==> config.mk <==
export PLATFORM = sky130hd
export DESIGN_NAME = rfp_top
export DESIGN_NICKNAME = d
export VERILOG_FILES = /design/src/hdl/rfp_pkg.sv /design/src/hdl/rfp_persist.sv /design/src/hdl/rfp_top.sv
export SDC_FILE = /design/constraint.sdc
export NUM_CORES = 1
export LEC_CHECK = 0
export ABC_CLOCK_PERIOD_IN_PS = 3000
export BUFFER_PORTS_ARGS = -buffer_cell sky130_fd_sc_hd__buf_4
export CAP_MARGIN = 20
export CORE_MARGIN = 5
export CORE_UTILIZATION = 45
export CTS_CLUSTER_SIZE = 24
export DETAILED_ROUTE_END_ITERATION = 16
export GPL_ROUTABILITY_DRIVEN = 0
export HOLD_SLACK_MARGIN = 0.1
export MAX_ROUTING_LAYER = met4
export PLACE_DENSITY_LB_ADDON = 0.2
export SKIP_CTS_REPAIR_TIMING = 1
export SYNTH_ARGS = -nofsm -noshare
export SYNTH_HDL_FRONTEND = slang
export SYNTH_SLANG_ARGS = --single-unit
==> constraint.sdc <==
create_clock -name clk_sys -period 3 [get_ports clk_sys]
set_input_delay 0.45 -clock clk_sys [delete_from_list [all_inputs] [get_ports clk_sys]]
set_output_delay 0.45 -clock clk_sys [all_outputs]
set_load 0.05 [all_outputs]
==> src/hdl/rfp_pkg.sv <==
// Constants for the regulator fault supervision block.
// Assumes a 10 MHz system clock; analog comparisons arrive as synchronous digital levels.
package rfp_pkg;
  // ==========================================================================
  // Timing
  localparam int unsigned CLK_HZ         = 10_000_000;
  localparam int unsigned OC_SAMPLE_NS   = 15_000;
  localparam int unsigned SHORT_NS       = 2_000;
  localparam int unsigned PERSIST_NS     = 1_000_000;
  localparam int unsigned NS_PER_S       = 1_000_000_000;
  localparam int unsigned OC_SAMPLE_CYC  = OC_SAMPLE_NS / (NS_PER_S / CLK_HZ);
  localparam int unsigned SHORT_CYC      = SHORT_NS / (NS_PER_S / CLK_HZ);
  localparam int unsigned PERSIST_CYC    = PERSIST_NS / (NS_PER_S / CLK_HZ);
  // ==========================================================================
  // Counter limits
  localparam int unsigned OC_TRIP_COUNT  = 8;
  localparam int unsigned OC_CNT_W       = 4;
  localparam int unsigned TMR_W          = 14;
  // ==========================================================================
  // Supervisor states
  typedef enum logic [3:0] {
    RFP_OFF     = 4'h1,
    RFP_STARTUP = 4'h2,
    RFP_RUN     = 4'h4,
    RFP_FAULT   = 4'h8
  } rfp_state_t;
endpackage

==> src/hdl/rfp_persist.sv <==
// Persistence timer: a fault level must hold without break for a set number of cycles.
// Assumes the condition input is synchronous to clk_sys.
`timescale 1ns/10ps
`default_nettype none
module rfp_persist
  import rfp_pkg::*;
#(
  parameter int unsigned LIMIT = PERSIST_CYC
) (
  input  wire logic clk_sys,
  input  wire logic arst_n,
  input  wire logic clear,
  input  wire logic cond,
  output logic      expired
);
  logic [TMR_W-1:0] count;
  logic [TMR_W-1:0] next_count;
  logic             next_expired;

  always_comb begin
    next_count   = count;
    next_expired = 1'b0;
    if (clear || !cond) begin
      next_count = '0;
    end else if (count == TMR_W'(LIMIT)) begin
      next_expired = 1'b1;
    end else begin
      next_count = count + TMR_W'(1);
    end
  end

  always_ff @(posedge clk_sys or negedge arst_n) begin
    if (!arst_n) begin
      count   <= '0;
      expired <= 1'b0;
    end else begin
      count   <= next_count;
      expired <= next_expired;
    end
  end

  a_persist_cont: assert property (@(posedge clk_sys) disable iff (!arst_n)
    $rose(expired) |-> $past(cond) && $past(count) == TMR_W'(LIMIT))
    else $error("Persistence expired without a full run of the condition.");
endmodule
`default_nettype wire

==> src/hdl/rfp_top.sv <==
// Fault supervision, gate interlock and ramp source selection of a buck regulator.
// Assumes all comparator levels are synchronous to clk_sys and already debounced.
//
// What this block does
// - Sample the overcurrent comparator every 15us; count up when over, down when under.
// - Latch an overcurrent fault when the counter reaches eight.
// - Above 2.5x threshold, latch overcurrent within 2us, bypassing the counter.
// - Output 300mV below reference for over 1ms latches undervoltage.
// - Output 195mV above reference for over 1ms latches overvoltage.
// - Voltage checks use the reference whether static or still slewing.
// - Any latched ordinary fault forces power good and both gates low, except the low gate while severe overvoltage is latched.
// - Ordinary faults clear only on enable falling or supply power-on reset.
// - Output above 1.55V raises severe overvoltage at once; high gate, power good low.
// - In severe overvoltage, low gate stays high until output drops below 0.76V.
// - Low gate then toggles at 1.55V and 0.76V until power-on reset only.
// - Severe overvoltage still triggers after another fault is latched.
// - No gate rises until the opposite gate has fallen below about 1V.
// - At startup, the overcurrent counter rearms only after sense drops 25mV below set level; the hard-short path is never disarmed.
// - During startup the one-way startup ramp source drives the reference.
// - After startup the two-way transition source charges or discharges per code.
`timescale 1ns/10ps
`default_nettype none
module rfp_top
  import rfp_pkg::*;
#(
  parameter int unsigned PERSIST_LIMIT = PERSIST_CYC,
  parameter int unsigned OC_TRIP       = OC_TRIP_COUNT
) (
  input  wire logic clk_sys,
  input  wire logic arst_n,
  input  wire logic supply_por_n,
  input  wire logic regulator_enable_pin,
  input  wire logic startup_done,
  input  wire logic pwm_high_req,
  input  wire logic code_higher,
  input  wire logic code_lower,
  input  wire logic oc_over,
  input  wire logic oc_hard_short,
  input  wire logic oc_rearm_25mv,
  input  wire logic uv_below_ref,
  input  wire logic ov_above_ref,
  input  wire logic vout_above_severe,
  input  wire logic vout_below_low,
  input  wire logic high_gate_below_1v,
  input  wire logic low_gate_below_1v,
  output logic      high_side_gate,
  output logic      low_side_gate,
  output logic      power_good_output,
  output logic      overcurrent_fault,
  output logic      overvoltage_fault,
  output logic      undervoltage_fault,
  output logic      severe_ov_fault,
  output logic      startup_ramp_source,
  output logic      transition_ramp_charge,
  output logic      transition_ramp_discharge
);
  // ==========================================================================
  // Fault reset conditions
  logic       en_prev;
  logic       en_fall;
  logic       ordinary_clear;

  function automatic logic any_fault(input logic a, input logic b, input logic c);
    any_fault = a | b | c;
  endfunction

  // Power-on reset also clears the severe latch; enable alone does not.
  assign en_fall        = en_prev && !regulator_enable_pin;
  assign ordinary_clear = en_fall || !supply_por_n;

  // ==========================================================================
  // Overcurrent sampling
  localparam int unsigned TICK_W = $clog2(OC_SAMPLE_CYC + 1);
  logic [TICK_W-1:0]                  tick_cnt;
  logic [TICK_W-1:0]                  next_tick_cnt;
  logic                               tick;
  logic [OC_CNT_W-1:0]                oc_cnt;
  logic [OC_CNT_W-1:0]                next_oc_cnt;
  logic                               oc_armed;
  logic                               next_oc_armed;
  logic                               short_exp;
  logic                               uv_exp;
  logic                               ov_exp;

  assign tick = (tick_cnt == TICK_W'(OC_SAMPLE_CYC - 1));

  always_comb begin
    next_tick_cnt = tick ? '0 : tick_cnt + TICK_W'(1);
    next_oc_cnt   = oc_cnt;
    next_oc_armed = oc_armed;
    if (!oc_armed && oc_rearm_25mv) begin
      next_oc_armed = 1'b1;
    end
    if (ordinary_clear) begin
      next_oc_cnt   = '0;
      next_oc_armed = 1'b0;
    end else if (tick && oc_armed) begin
      if (oc_over) begin
        if (oc_cnt != OC_CNT_W'(OC_TRIP)) begin
          next_oc_cnt = oc_cnt + OC_CNT_W'(1);
        end
      end else if (oc_cnt != '0) begin
        next_oc_cnt = oc_cnt - OC_CNT_W'(1);
      end
    end
  end

  always_ff @(posedge clk_sys or negedge arst_n) begin
    if (!arst_n) begin
      tick_cnt <= '0;
      oc_cnt   <= '0;
      oc_armed <= 1'b0;
      en_prev  <= 1'b0;
    end else begin
      tick_cnt <= next_tick_cnt;
      oc_cnt   <= next_oc_cnt;
      oc_armed <= next_oc_armed;
      en_prev  <= regulator_enable_pin;
    end
  end

  // Hard short is filtered for 18 cycles, so the fault latches 20 cycles (the full 2us) after it starts.
  rfp_persist #(.LIMIT(SHORT_CYC - 2)) u_short (
    .clk_sys (clk_sys),
    .arst_n  (arst_n),
    .clear   (ordinary_clear),
    .cond    (oc_hard_short),
    .expired (short_exp)
  );

  // The reference comparisons come in live, so a slewing ramp is checked too.
  rfp_persist #(.LIMIT(PERSIST_LIMIT)) u_uv (
    .clk_sys (clk_sys),
    .arst_n  (arst_n),
    .clear   (ordinary_clear),
    .cond    (uv_below_ref),
    .expired (uv_exp)
  );

  rfp_persist #(.LIMIT(PERSIST_LIMIT)) u_ov (
    .clk_sys (clk_sys),
    .arst_n  (arst_n),
    .clear   (ordinary_clear),
    .cond    (ov_above_ref),
    .expired (ov_exp)
  );

  // ==========================================================================
  // Fault latches
  logic next_ocf;
  logic next_ovf;
  logic next_uvf;
  logic next_sov;
  logic sov_lg;
  logic next_sov_lg;
  logic ord_fault;

  always_comb begin
    next_ocf    = overcurrent_fault;
    next_ovf    = overvoltage_fault;
    next_uvf    = undervoltage_fault;
    next_sov    = severe_ov_fault;
    next_sov_lg = sov_lg;
    if (ordinary_clear) begin
      next_ocf = 1'b0;
      next_ovf = 1'b0;
      next_uvf = 1'b0;
    end
    // A saturated counter is wiped by the same clear, so it must not re-latch the fault.
    if (oc_cnt == OC_CNT_W'(OC_TRIP) && !ordinary_clear) begin
      next_ocf = 1'b1;
    end
    if (short_exp) begin
      next_ocf = 1'b1;
    end
    if (uv_exp) begin
      next_uvf = 1'b1;
    end
    if (ov_exp) begin
      next_ovf = 1'b1;
    end
    if (vout_above_severe) begin
      next_sov    = 1'b1;
      next_sov_lg = 1'b1;
    end else if (vout_below_low) begin
      next_sov_lg = 1'b0;
    end
    if (!supply_por_n) begin
      next_sov    = 1'b0;
      next_sov_lg = 1'b0;
    end
  end

  always_ff @(posedge clk_sys or negedge arst_n) begin
    if (!arst_n) begin
      overcurrent_fault  <= 1'b0;
      overvoltage_fault  <= 1'b0;
      undervoltage_fault <= 1'b0;
      severe_ov_fault    <= 1'b0;
      sov_lg             <= 1'b0;
    end else begin
      overcurrent_fault  <= next_ocf;
      overvoltage_fault  <= next_ovf;
      undervoltage_fault <= next_uvf;
      severe_ov_fault    <= next_sov;
      sov_lg             <= next_sov_lg;
    end
  end

  assign ord_fault = any_fault(overcurrent_fault, overvoltage_fault, undervoltage_fault);

  // ==========================================================================
  // Sequencer and ramp source
  rfp_state_t state;
  rfp_state_t next_state;

  always_comb begin
    case (state)
      RFP_OFF:     next_state = regulator_enable_pin ? RFP_STARTUP : RFP_OFF;
      RFP_STARTUP: next_state = startup_done ? RFP_RUN : RFP_STARTUP;
      RFP_RUN:     next_state = RFP_RUN;
      RFP_FAULT:   next_state = RFP_FAULT;
      default:     next_state = RFP_OFF;
    endcase
    if (state != RFP_OFF && (ord_fault || severe_ov_fault)) begin
      next_state = RFP_FAULT;
    end
    if (!regulator_enable_pin || !supply_por_n) begin
      next_state = RFP_OFF;
    end
  end

  always_ff @(posedge clk_sys or negedge arst_n) begin
    if (!arst_n) begin
      state <= RFP_OFF;
    end else begin
      state <= next_state;
    end
  end

  // ==========================================================================
  // Outputs and gate interlock
  logic next_hg;
  logic next_lg;
  logic next_pg;
  logic next_ss;
  logic next_chg;
  logic next_dis;
  logic run_ok;

  assign run_ok = (state == RFP_STARTUP || state == RFP_RUN) && !ord_fault && !severe_ov_fault;

  always_comb begin
    next_ss  = (state == RFP_STARTUP) && run_ok;
    next_chg = (state == RFP_RUN) && run_ok && code_higher;
    next_dis = (state == RFP_RUN) && run_ok && code_lower && !code_higher;
    next_pg  = (state == RFP_RUN) && run_ok;
    next_hg  = 1'b0;
    next_lg  = 1'b0;
    if (severe_ov_fault) begin
      next_lg = sov_lg && high_gate_below_1v && !high_side_gate;
    end else if (run_ok) begin
      next_hg = pwm_high_req && low_gate_below_1v && !low_side_gate;
      next_lg = !pwm_high_req && high_gate_below_1v && !high_side_gate;
    end
  end

  always_ff @(posedge clk_sys or negedge arst_n) begin
    if (!arst_n) begin
      high_side_gate            <= 1'b0;
      low_side_gate             <= 1'b0;
      power_good_output         <= 1'b0;
      startup_ramp_source       <= 1'b0;
      transition_ramp_charge    <= 1'b0;
      transition_ramp_discharge <= 1'b0;
    end else begin
      high_side_gate            <= next_hg;
      low_side_gate             <= next_lg;
      power_good_output         <= next_pg;
      startup_ramp_source       <= next_ss;
      transition_ramp_charge    <= next_chg;
      transition_ramp_discharge <= next_dis;
    end
  end

  // ==========================================================================
  // Checks
  a_oc_count_trip: assert property (@(posedge clk_sys) disable iff (!arst_n)
    (oc_cnt == OC_CNT_W'(OC_TRIP) && !ordinary_clear) |=> overcurrent_fault)
    else $error("Counter at trip without overcurrent fault.");
  a_oc_step_one: assert property (@(posedge clk_sys) disable iff (!arst_n)
    !tick && !ordinary_clear |=> $stable(oc_cnt))
    else $error("Overcurrent counter moved between samples.");
  a_oc_sat_zero: assert property (@(posedge clk_sys) disable iff (!arst_n)
    oc_cnt == '0 && !oc_over |=> oc_cnt == '0)
    else $error("Overcurrent counter went below zero.");
  a_short_latch: assert property (@(posedge clk_sys) disable iff (!arst_n)
    oc_hard_short [*8] ##1 oc_hard_short [*8] ##1 oc_hard_short [*4]
    |=> overcurrent_fault)
    else $error("Hard short not latched within 2us.");
  a_fault_gates: assert property (@(posedge clk_sys) disable iff (!arst_n)
    ord_fault && !severe_ov_fault |=> !high_side_gate && !low_side_gate && !power_good_output)
    else $error("Gate or power good high during a latched fault.");
  a_severe_now: assert property (@(posedge clk_sys) disable iff (!arst_n)
    vout_above_severe && supply_por_n |=> severe_ov_fault ##1 !high_side_gate)
    else $error("Severe overvoltage not raised at once.");
  a_severe_hold: assert property (@(posedge clk_sys) disable iff (!arst_n)
    severe_ov_fault && supply_por_n && regulator_enable_pin |=> severe_ov_fault)
    else $error("Severe overvoltage cleared without power-on reset.");
  a_severe_lg_off: assert property (@(posedge clk_sys) disable iff (!arst_n)
    severe_ov_fault && vout_below_low && !vout_above_severe |=> ##1 !low_side_gate)
    else $error("Low gate stayed high below the low threshold.");
  a_no_overlap: assert property (@(posedge clk_sys) disable iff (!arst_n)
    !(high_side_gate && low_side_gate))
    else $error("Both gates high together.");
  a_fault_keep: assert property (@(posedge clk_sys) disable iff (!arst_n)
    overvoltage_fault && !ordinary_clear |=> overvoltage_fault)
    else $error("Overvoltage fault lost without a reset condition.");
  a_ramp_excl: assert property (@(posedge clk_sys) disable iff (!arst_n)
    startup_ramp_source |-> !transition_ramp_charge && !transition_ramp_discharge)
    else $error("Two ramp sources selected together.");

  c_oc_trip:   cover property (@(posedge clk_sys) disable iff (!arst_n) $rose(overcurrent_fault));
  c_uv_trip:   cover property (@(posedge clk_sys) disable iff (!arst_n) $rose(undervoltage_fault));
  c_sov_cycle: cover property (@(posedge clk_sys) disable iff (!arst_n)
    severe_ov_fault && low_side_gate ##[1:50] !low_side_gate);
  c_to_run:    cover property (@(posedge clk_sys) disable iff (!arst_n) $rose(power_good_output));
endmodule
`default_nettype wire

==> summary.md, run 1 <==
| Metric | Value |
|---|---|
| Max stage delay cell, worst path | sky130_fd_sc_hd__or4_4 |
| Count of vias placed by the detailed router | 2429 |
| Final worst-path cycle share | between 60% and 70% |
| Fraction of final layout cells sized beyond drive strength 1 | 13.1% |
| Total die area | a little under 10000 sq um |
| Per-cell routed wire length | about 13 microns |
| Share of power burned in combinational logic | 5.3% |
| Total wire length after detailed routing | 6.34 mm |
| Cell Pwr Density | 452 nW/um^2 |
| Max-slew violations | 0 |
| Insertion delay of the later-clocked pin in the worst-skew pair | 340 ps |
| Cells traversed along the worst timing path | or4_4 > or3_4 > o31ai_2 > and3b_1 |
| Internal power of the cells | 1.38 mW |
| Worst endpoint data arrival time | 2080 ps |
| Commonest cells in the synthesized netlist | sky130_fd_sc_hd__dfrtp_1, sky130_fd_sc_hd__nor2_1, sky130_fd_sc_hd__xnor2_1 |
| Pin count of the biggest net entering global routing | 75 |
| Final setup violation count | 0 |
| Area of the mapped netlist | 3530 sq um |
| CP peak stage delay | approximately 570 ps |
| GRT Residual Overflow | 0 |
| Number of antenna violations at the first check in global routing | 0 |
| Switching power total | 0.425 mW |
| Area overhead of the layout relative to synthesis | 13.4% |
| Worst-path fanout max | 5 |
| Maximum resistive drop on vdd | 0.000252 V |
| Gate count after technology mapping | about 350 |
| Clock tree from TritonCTS | done |
| DR iter-0 viols | 98 |
| Router iterations before antenna repair | 4 |
| H-Tree Level Count | 3 |
| Clock power share | 38.4% |
| Core footprint | 7690 sq um |
| Leakage dissipation | 1.76 nW |
| Number of max-cap violations | 0 |
| Root Driver | sky130_fd_sc_hd__clkbuf_8 |
| Bufs on Longest Clock Path | 2 |
| Post-Route Skew | 11.4 ps |
| Final Net Count | between 400 and 500 |
| Final cell area excluding filler cells | around 4000 sq um |
| Overall die height | between 90 and 100 microns |
| Worst Reg-to-Reg Cells | 4 |
| Number of vias per cell after detailed routing | 5.01 |
| Setup repair after global routing missed its margin | no |
| Sum of negative setup slack | 0 ps |
| Share of synthesized flip-flops with an asynchronous set or reset | 100% |
| Hold Vio Cnt, Final | 0 |
| Residual antenna-violating net count after detailed routing | 0 |
| Max-Slew Margin vs Limit | around 39% |
| Global routing usage summed across all routing layers | between 10% and 20% |
| Run status | finished clean |
| Switch share | 23.5% |
| Cell area reported after detailed placement | 3820 sq um |
| Count of different cell masters after synthesis | 43 |
| Number of synthesis warnings | 0 |
| Top cell type by total area after synthesis | sky130_fd_sc_hd__dfrtp_1 |
| Cell with the most instances after synthesis | sky130_fd_sc_hd__dfrtp_1 |
| Vias in the first global route | roughly 2.4k |
| Total CTS buffers | 9 |
| Fraction of the yosys area taken by sequential cells | a little over half |
| Count of unresolved DRC violations after routing | 0 |
| ANT cells | 0 |
| Max Freq | 0.554 GHz |
| Die outline width | 98.6 microns |
| Register clock-pin slew on the reported worst setup and hold paths | 70 ps |
| Detailed-placement wirelength estimate | 4.45 mm |
| CP Capture Type | flip-flop |
| Net count after synthesis | around 380 |
| Critical path launch point type | flip-flop |
| Clock period minus final worst setup slack | between 1500 and 2000 ps |
| Number of synthesized flops with an enable pin | 0 |
| Critical path class | reg -> reg |
| Top flip-flop cell by instance count after synthesis | sky130_fd_sc_hd__dfrtp_1 |
| Starting utilization of the core area | 45.9% |
| I/O pin cnt | 27 |
| Global-route wire length before repair | between 10 and 15 mm |
| Critical path required time | 3280 ps |
| Average size of a mapped cell | 10.1 sq um |
| Class of the worst hold path | in -> async |
| Seq cells post-synth | 74 |
| Yosys top cell area share | roughly half |
| Clock sink total | 74 |
| Port bufs | 26 |
| Relative contribution of sequential cells to total power | between 50% and 60% |
| Top post-synthesis cells by area | sky130_fd_sc_hd__dfrtp_1, sky130_fd_sc_hd__nor2_1, sky130_fd_sc_hd__xnor2_1 |
| Row count | 32 |
| Slew @ Worst Pin | 913 ps |
per-layer routing:
layer	wire length (microns)	global-route usage [%]	share of wire (%)	up-vias
met5	0	-	0	-
met4	123	6.51	1.9	0
li1	-	-	-	1224
met1	3080	18.9	49	1152
met2	2900	21.6	46	41
met3	231	3.47	3.6	12
critical path, delay by kind of cell (launching register included):
| family | cells | cell delay [ps] |
|---|---|---|
| simple gates | 3 | 1120 |
| compound gates | 1 | 210 |
| flops | 1 | 410 |
cells by family (layout without fill, tap and decap cells):
kind of cell    Yosys count  after routing  share of synthesized area [%]
xor+xnor                 47             47                           11.7
simple gates            164            164                           23.4
buf+inv                  21             56                           2.38
fa+ha+maj                11             11                           4.11
compound gates           27             27                           4.79
flops                    74             74                           52.5
mux                       4              4                           1.21
power groups by stage:
stage / registers (mW) / clock network [mW] / logic (mW)
after CTS: 1.02 / 0.722 / 0.100
after global placement: 1.04 / 0 / 0.0988
after detailed placement: 1.04 / 0 / 0.100
after global routing: 1.02 / 0.766 / 0.111
after floorplan: 1.04 / 0 / 0.0440
final: 1.02 / 0.694 / 0.0967
registers in the layout, indices dropped and copies added, names as in the netlist, 4 cells and up:
register,cells
oc_cnt,4
state,4
u_ov.count,14
u_uv.count,14
tick_cnt,8
u_short.count,14
layout make-up:
class	instances	area (sq um)
clock inverter	5	28.8
multi-input combinational	253	1590
fill	734	3690
sequential	74	1850
clock buffer	11	151
timing repair buffer	26	195
tap	102	128
inverter	14	52.6
through the flow:
| step | total power [mW] | utilization [%] | std cells | setup slack, ps | hold WS [ps] |
|---|---|---|---|---|---|
| 2_1_floorplan | 1.08 | - | 348 | 1040 | 154 |
| 3_3_place_gp | 1.14 | 49.7 | 469 | 1160 | 406 |
| 3_5_place_dp | 1.14 | 49.7 | 469 | 1100 | 420 |
| 4_1_cts | 1.84 | 52.1 | 485 | 1190 | 245 |
| 5_1_grt | 1.90 | 52.1 | 485 | 1070 | 248 |
| 6_report | 1.81 | 52.1 | 485 | 1200 | 245 |
path summary, 6_finish.rpt:
kind                                      start                 end  slack, ps
min in group clk_sys       regulator_enable_pin             en_prev        260
setup reg to reg                severe_ov_fault       low_side_gate       1200
max in group asynchronous                arst_n            state[3]       2170
hold / removal                           arst_n       u_ov.count[3]        250
hold reg to reg                    u_uv.expired  undervoltage_fault        430
setup / recovery                severe_ov_fault       low_side_gate       1200
placed cells by master, fill, tap and decap left out, types with 5 or more instances in the layout:
| cell type | count |
|---|---|
| sky130_fd_sc_hd__and3_1 | 5 |
| sky130_fd_sc_hd__xnor2_1 | 27 |
| sky130_fd_sc_hd__nand3_1 | 17 |
| sky130_fd_sc_hd__nand2_1 | 20 |
| sky130_fd_sc_hd__ha_1 | 10 |
| sky130_fd_sc_hd__a21oi_1 | 9 |
| sky130_fd_sc_hd__nand4_1 | 11 |
| sky130_fd_sc_hd__xor2_1 | 20 |
| sky130_fd_sc_hd__dfrtp_1 | 73 |
| sky130_fd_sc_hd__o21ai_0 | 6 |
| sky130_fd_sc_hd__inv_1 | 14 |
| sky130_fd_sc_hd__nor2_1 | 71 |
| sky130_fd_sc_hd__clkbuf_8 | 11 |
| sky130_fd_sc_hd__buf_4 | 26 |
| sky130_fd_sc_hd__nor3_1 | 6 |
Power figures use the tool's default switching activity.
==> run 2: changes to the inputs <==
--- a/config.mk
+++ b/config.mk
@@ -5,7 +5,7 @@
 export SDC_FILE = /design/constraint.sdc
 export NUM_CORES = 1
 export LEC_CHECK = 0
-export ABC_CLOCK_PERIOD_IN_PS = 3000
+export ABC_CLOCK_PERIOD_IN_PS = 1600
 export BUFFER_PORTS_ARGS = -buffer_cell sky130_fd_sc_hd__buf_4
 export CAP_MARGIN = 20
 export CORE_MARGIN = 5
==> constraint.sdc (replaced) <==
create_clock -name clk_sys -period 1.6 [get_ports clk_sys]
set_input_delay 0.24 -clock clk_sys [delete_from_list [all_inputs] [get_ports clk_sys]]
set_output_delay 0.24 -clock clk_sys [all_outputs]
set_load 0.05 [all_outputs]
==> summary.md, run 2 (synthesis gave the netlist of run 1 again) <==
| Metric | Value |
|---|---|
| Run status | finished with violations |
| Violated checks | negative setup slack |
| DR iter-0 viols | 60 |
| Detailed-placement wirelength estimate | 4.47 mm |
| Register clock-pin slew on the reported worst setup and hold paths | 90 ps |
| GRT Residual Overflow | 0 |
| Insertion delay of the later-clocked pin in the worst-skew pair | 350 ps |
| Global routing usage summed across all routing layers | 14.6% |
| Number of max-cap violations | 0 |
| Worst endpoint data arrival time | roughly 2000 ps |
| Post-layout instance count excluding filler cells | around 500 |
| Registers with the highest flip-flop counts | u_ov.count (14), u_short.count (14), u_uv.count (14) |
| Final worst-path cycle share | 109% |
| Sum of negative setup slack | -409 ps |
| CP Capture Type | flip-flop |
| Instance count after placement with tap cells included | between 400 and 500 |
| ANT cells | 0 |
| Number of antenna violations at the first check in global routing | 0 |
| Area overhead of the layout relative to synthesis | 21.9% |
| Final setup violation count | 5 |
| Clock tree from TritonCTS | done |
| Leakage dissipation | ~1.9 nW |
| Die outline width | about 100 microns |
| Vias in the first global route | 2572 |
| Row count | 32 |
| Pin count of the biggest net entering global routing | 75 |
| Final Util | a little under three fifths |
| Router iterations before antenna repair | 4 |
| Class of the worst hold path | in -> reg |
| Number of vias per cell after detailed routing | between 4 and 5 |
| Slew @ Worst Pin | 487 ps |
| Max-Slew Margin vs Limit | 67.4% |
| Final Net Count | 435 |
| Post-Route Skew | about 12 ps |
| Hold Vio Cnt, Final | 0 |
| Residual antenna-violating net count after detailed routing | 0 |
| Total wire length after detailed routing | 6.46 mm |
| Port bufs | 26 |
| Placement-stage worst setup slack | -122 ps |
| Root Driver | sky130_fd_sc_hd__clkbuf_8 |
| Maximum resistive drop on vdd | 0.000722 V |
| Post-layout worst setup margin | -139 ps |
| H-Tree Level Count | 3 |
| Critical path launch point type | flip-flop |
| Per-cell routed wire length | 12.6 microns |
| Global-route wire length before repair | around 11 mm |
| Fraction of final layout cells sized beyond drive strength 1 | 20.6% |
| Max Freq | 0.575 GHz |
| Setup repair after global routing missed its margin | yes |
| Clock period minus final worst setup slack | 1740 ps |
| Top library cells by usage in the layout, fill and taps aside | sky130_fd_sc_hd__nor2_1, sky130_fd_sc_hd__dfrtp_1, sky130_fd_sc_hd__buf_4 |
| Clock sink total | 74 |
| Starting utilization of the core area | 45.9% |
| Count of vias placed by the detailed router | 2554 |
| Critical path required time | 1890 ps |
| Worst-path fanout max | 4 |
| Sum of internal, switching and leakage power | 3.58 mW |
| Critical path class | reg -> reg |
| Commonest non-fill, non-tap cell in the layout | sky130_fd_sc_hd__nor2_1 |
| Cell Pwr Density | 833 nW/um^2 |
| I/O pin cnt | 27 |
| Total CTS buffers | 9 |
| Total die area | 9720 sq um |
| Bufs on Longest Clock Path | 2 |
| Count of unresolved DRC violations after routing | 0 |
| Overall die height | roughly 100 microns |
| Max-slew violations | 0 |
| Core footprint | 7690 sq um |
run 2: cell types whose count changed in the layout (fill, tap and decap cells not counted), moves of 2 or more:
cell,before,now
sky130_fd_sc_hd__nor4b_2,0,2
sky130_fd_sc_hd__dfrtp_2,0,4
sky130_fd_sc_hd__buf_4,26,49
sky130_fd_sc_hd__clkinv_2,4,2
sky130_fd_sc_hd__dlygate4sd3_1,0,4
sky130_fd_sc_hd__o21ai_0,6,4
sky130_fd_sc_hd__o21ai_1,1,3
sky130_fd_sc_hd__dfrtp_1,73,69
sky130_fd_sc_hd__nor4b_1,4,2
sky130_fd_sc_hd__clkbuf_8,11,9
run 2: layout make-up:
cell class / count / area, sq um
Timing Repair Buffer: 55 / 439
Clock buffer: 9 / 124
Clock inverter: 7 / 77.6
Tap cell: 102 / 128
Multi-Input combinational cell: 253 / 1620
Inverter: 14 / 52.6
Fill cell: 696 / 3390
Sequential cell: 74 / 1860
run 2: critical path, cell delays in order (launching register included):
cell,delay (ps)
sky130_fd_sc_hd__dfrtp_2,410
sky130_fd_sc_hd__or4_4,530
sky130_fd_sc_hd__or3_4,360
sky130_fd_sc_hd__o31ai_2,210
sky130_fd_sc_hd__and3b_1,170
run 2: where the power goes:
part	internal (mW)	switching, mW
clock	0.736	0.727
combinational	0.0915	0.120
sequential	1.89	0.0205
run 2: final timing paths:
check | start | end | slack [ps] | cells past startpoint
worst max-delay path | overcurrent_fault | low_side_gate | -140 | 4
min in group asynchronous | arst_n | tick_cnt[3] | 450 | 3
worst min register to register | u_ov.expired | overvoltage_fault | 420 | 1
max in group asynchronous | arst_n | state[0] | 820 | 3
worst max register to register | overcurrent_fault | low_side_gate | -140 | 4
worst min-delay path | oc_rearm_25mv | oc_armed | 110 | 3
run 2: metal layers:
metal | wire, microns | vias up | global-route usage (%)
li1 | - | 1288 | -
met1 | 3050 | 1236 | 18.1
met5 | 0 | - | -
met2 | 3160 | 26 | 23.1
met4 | 59 | 0 | 4.73
met3 | 184 | 4 | 4.10
run 2: stage by stage:
step                area, sq um  hold WS (ps)
floorplan                  3540         -55.6
global placement           4010           290
detailed placement         4010           290
CTS                        4210         -96.6
global route               4300           105
finish                     4300           108
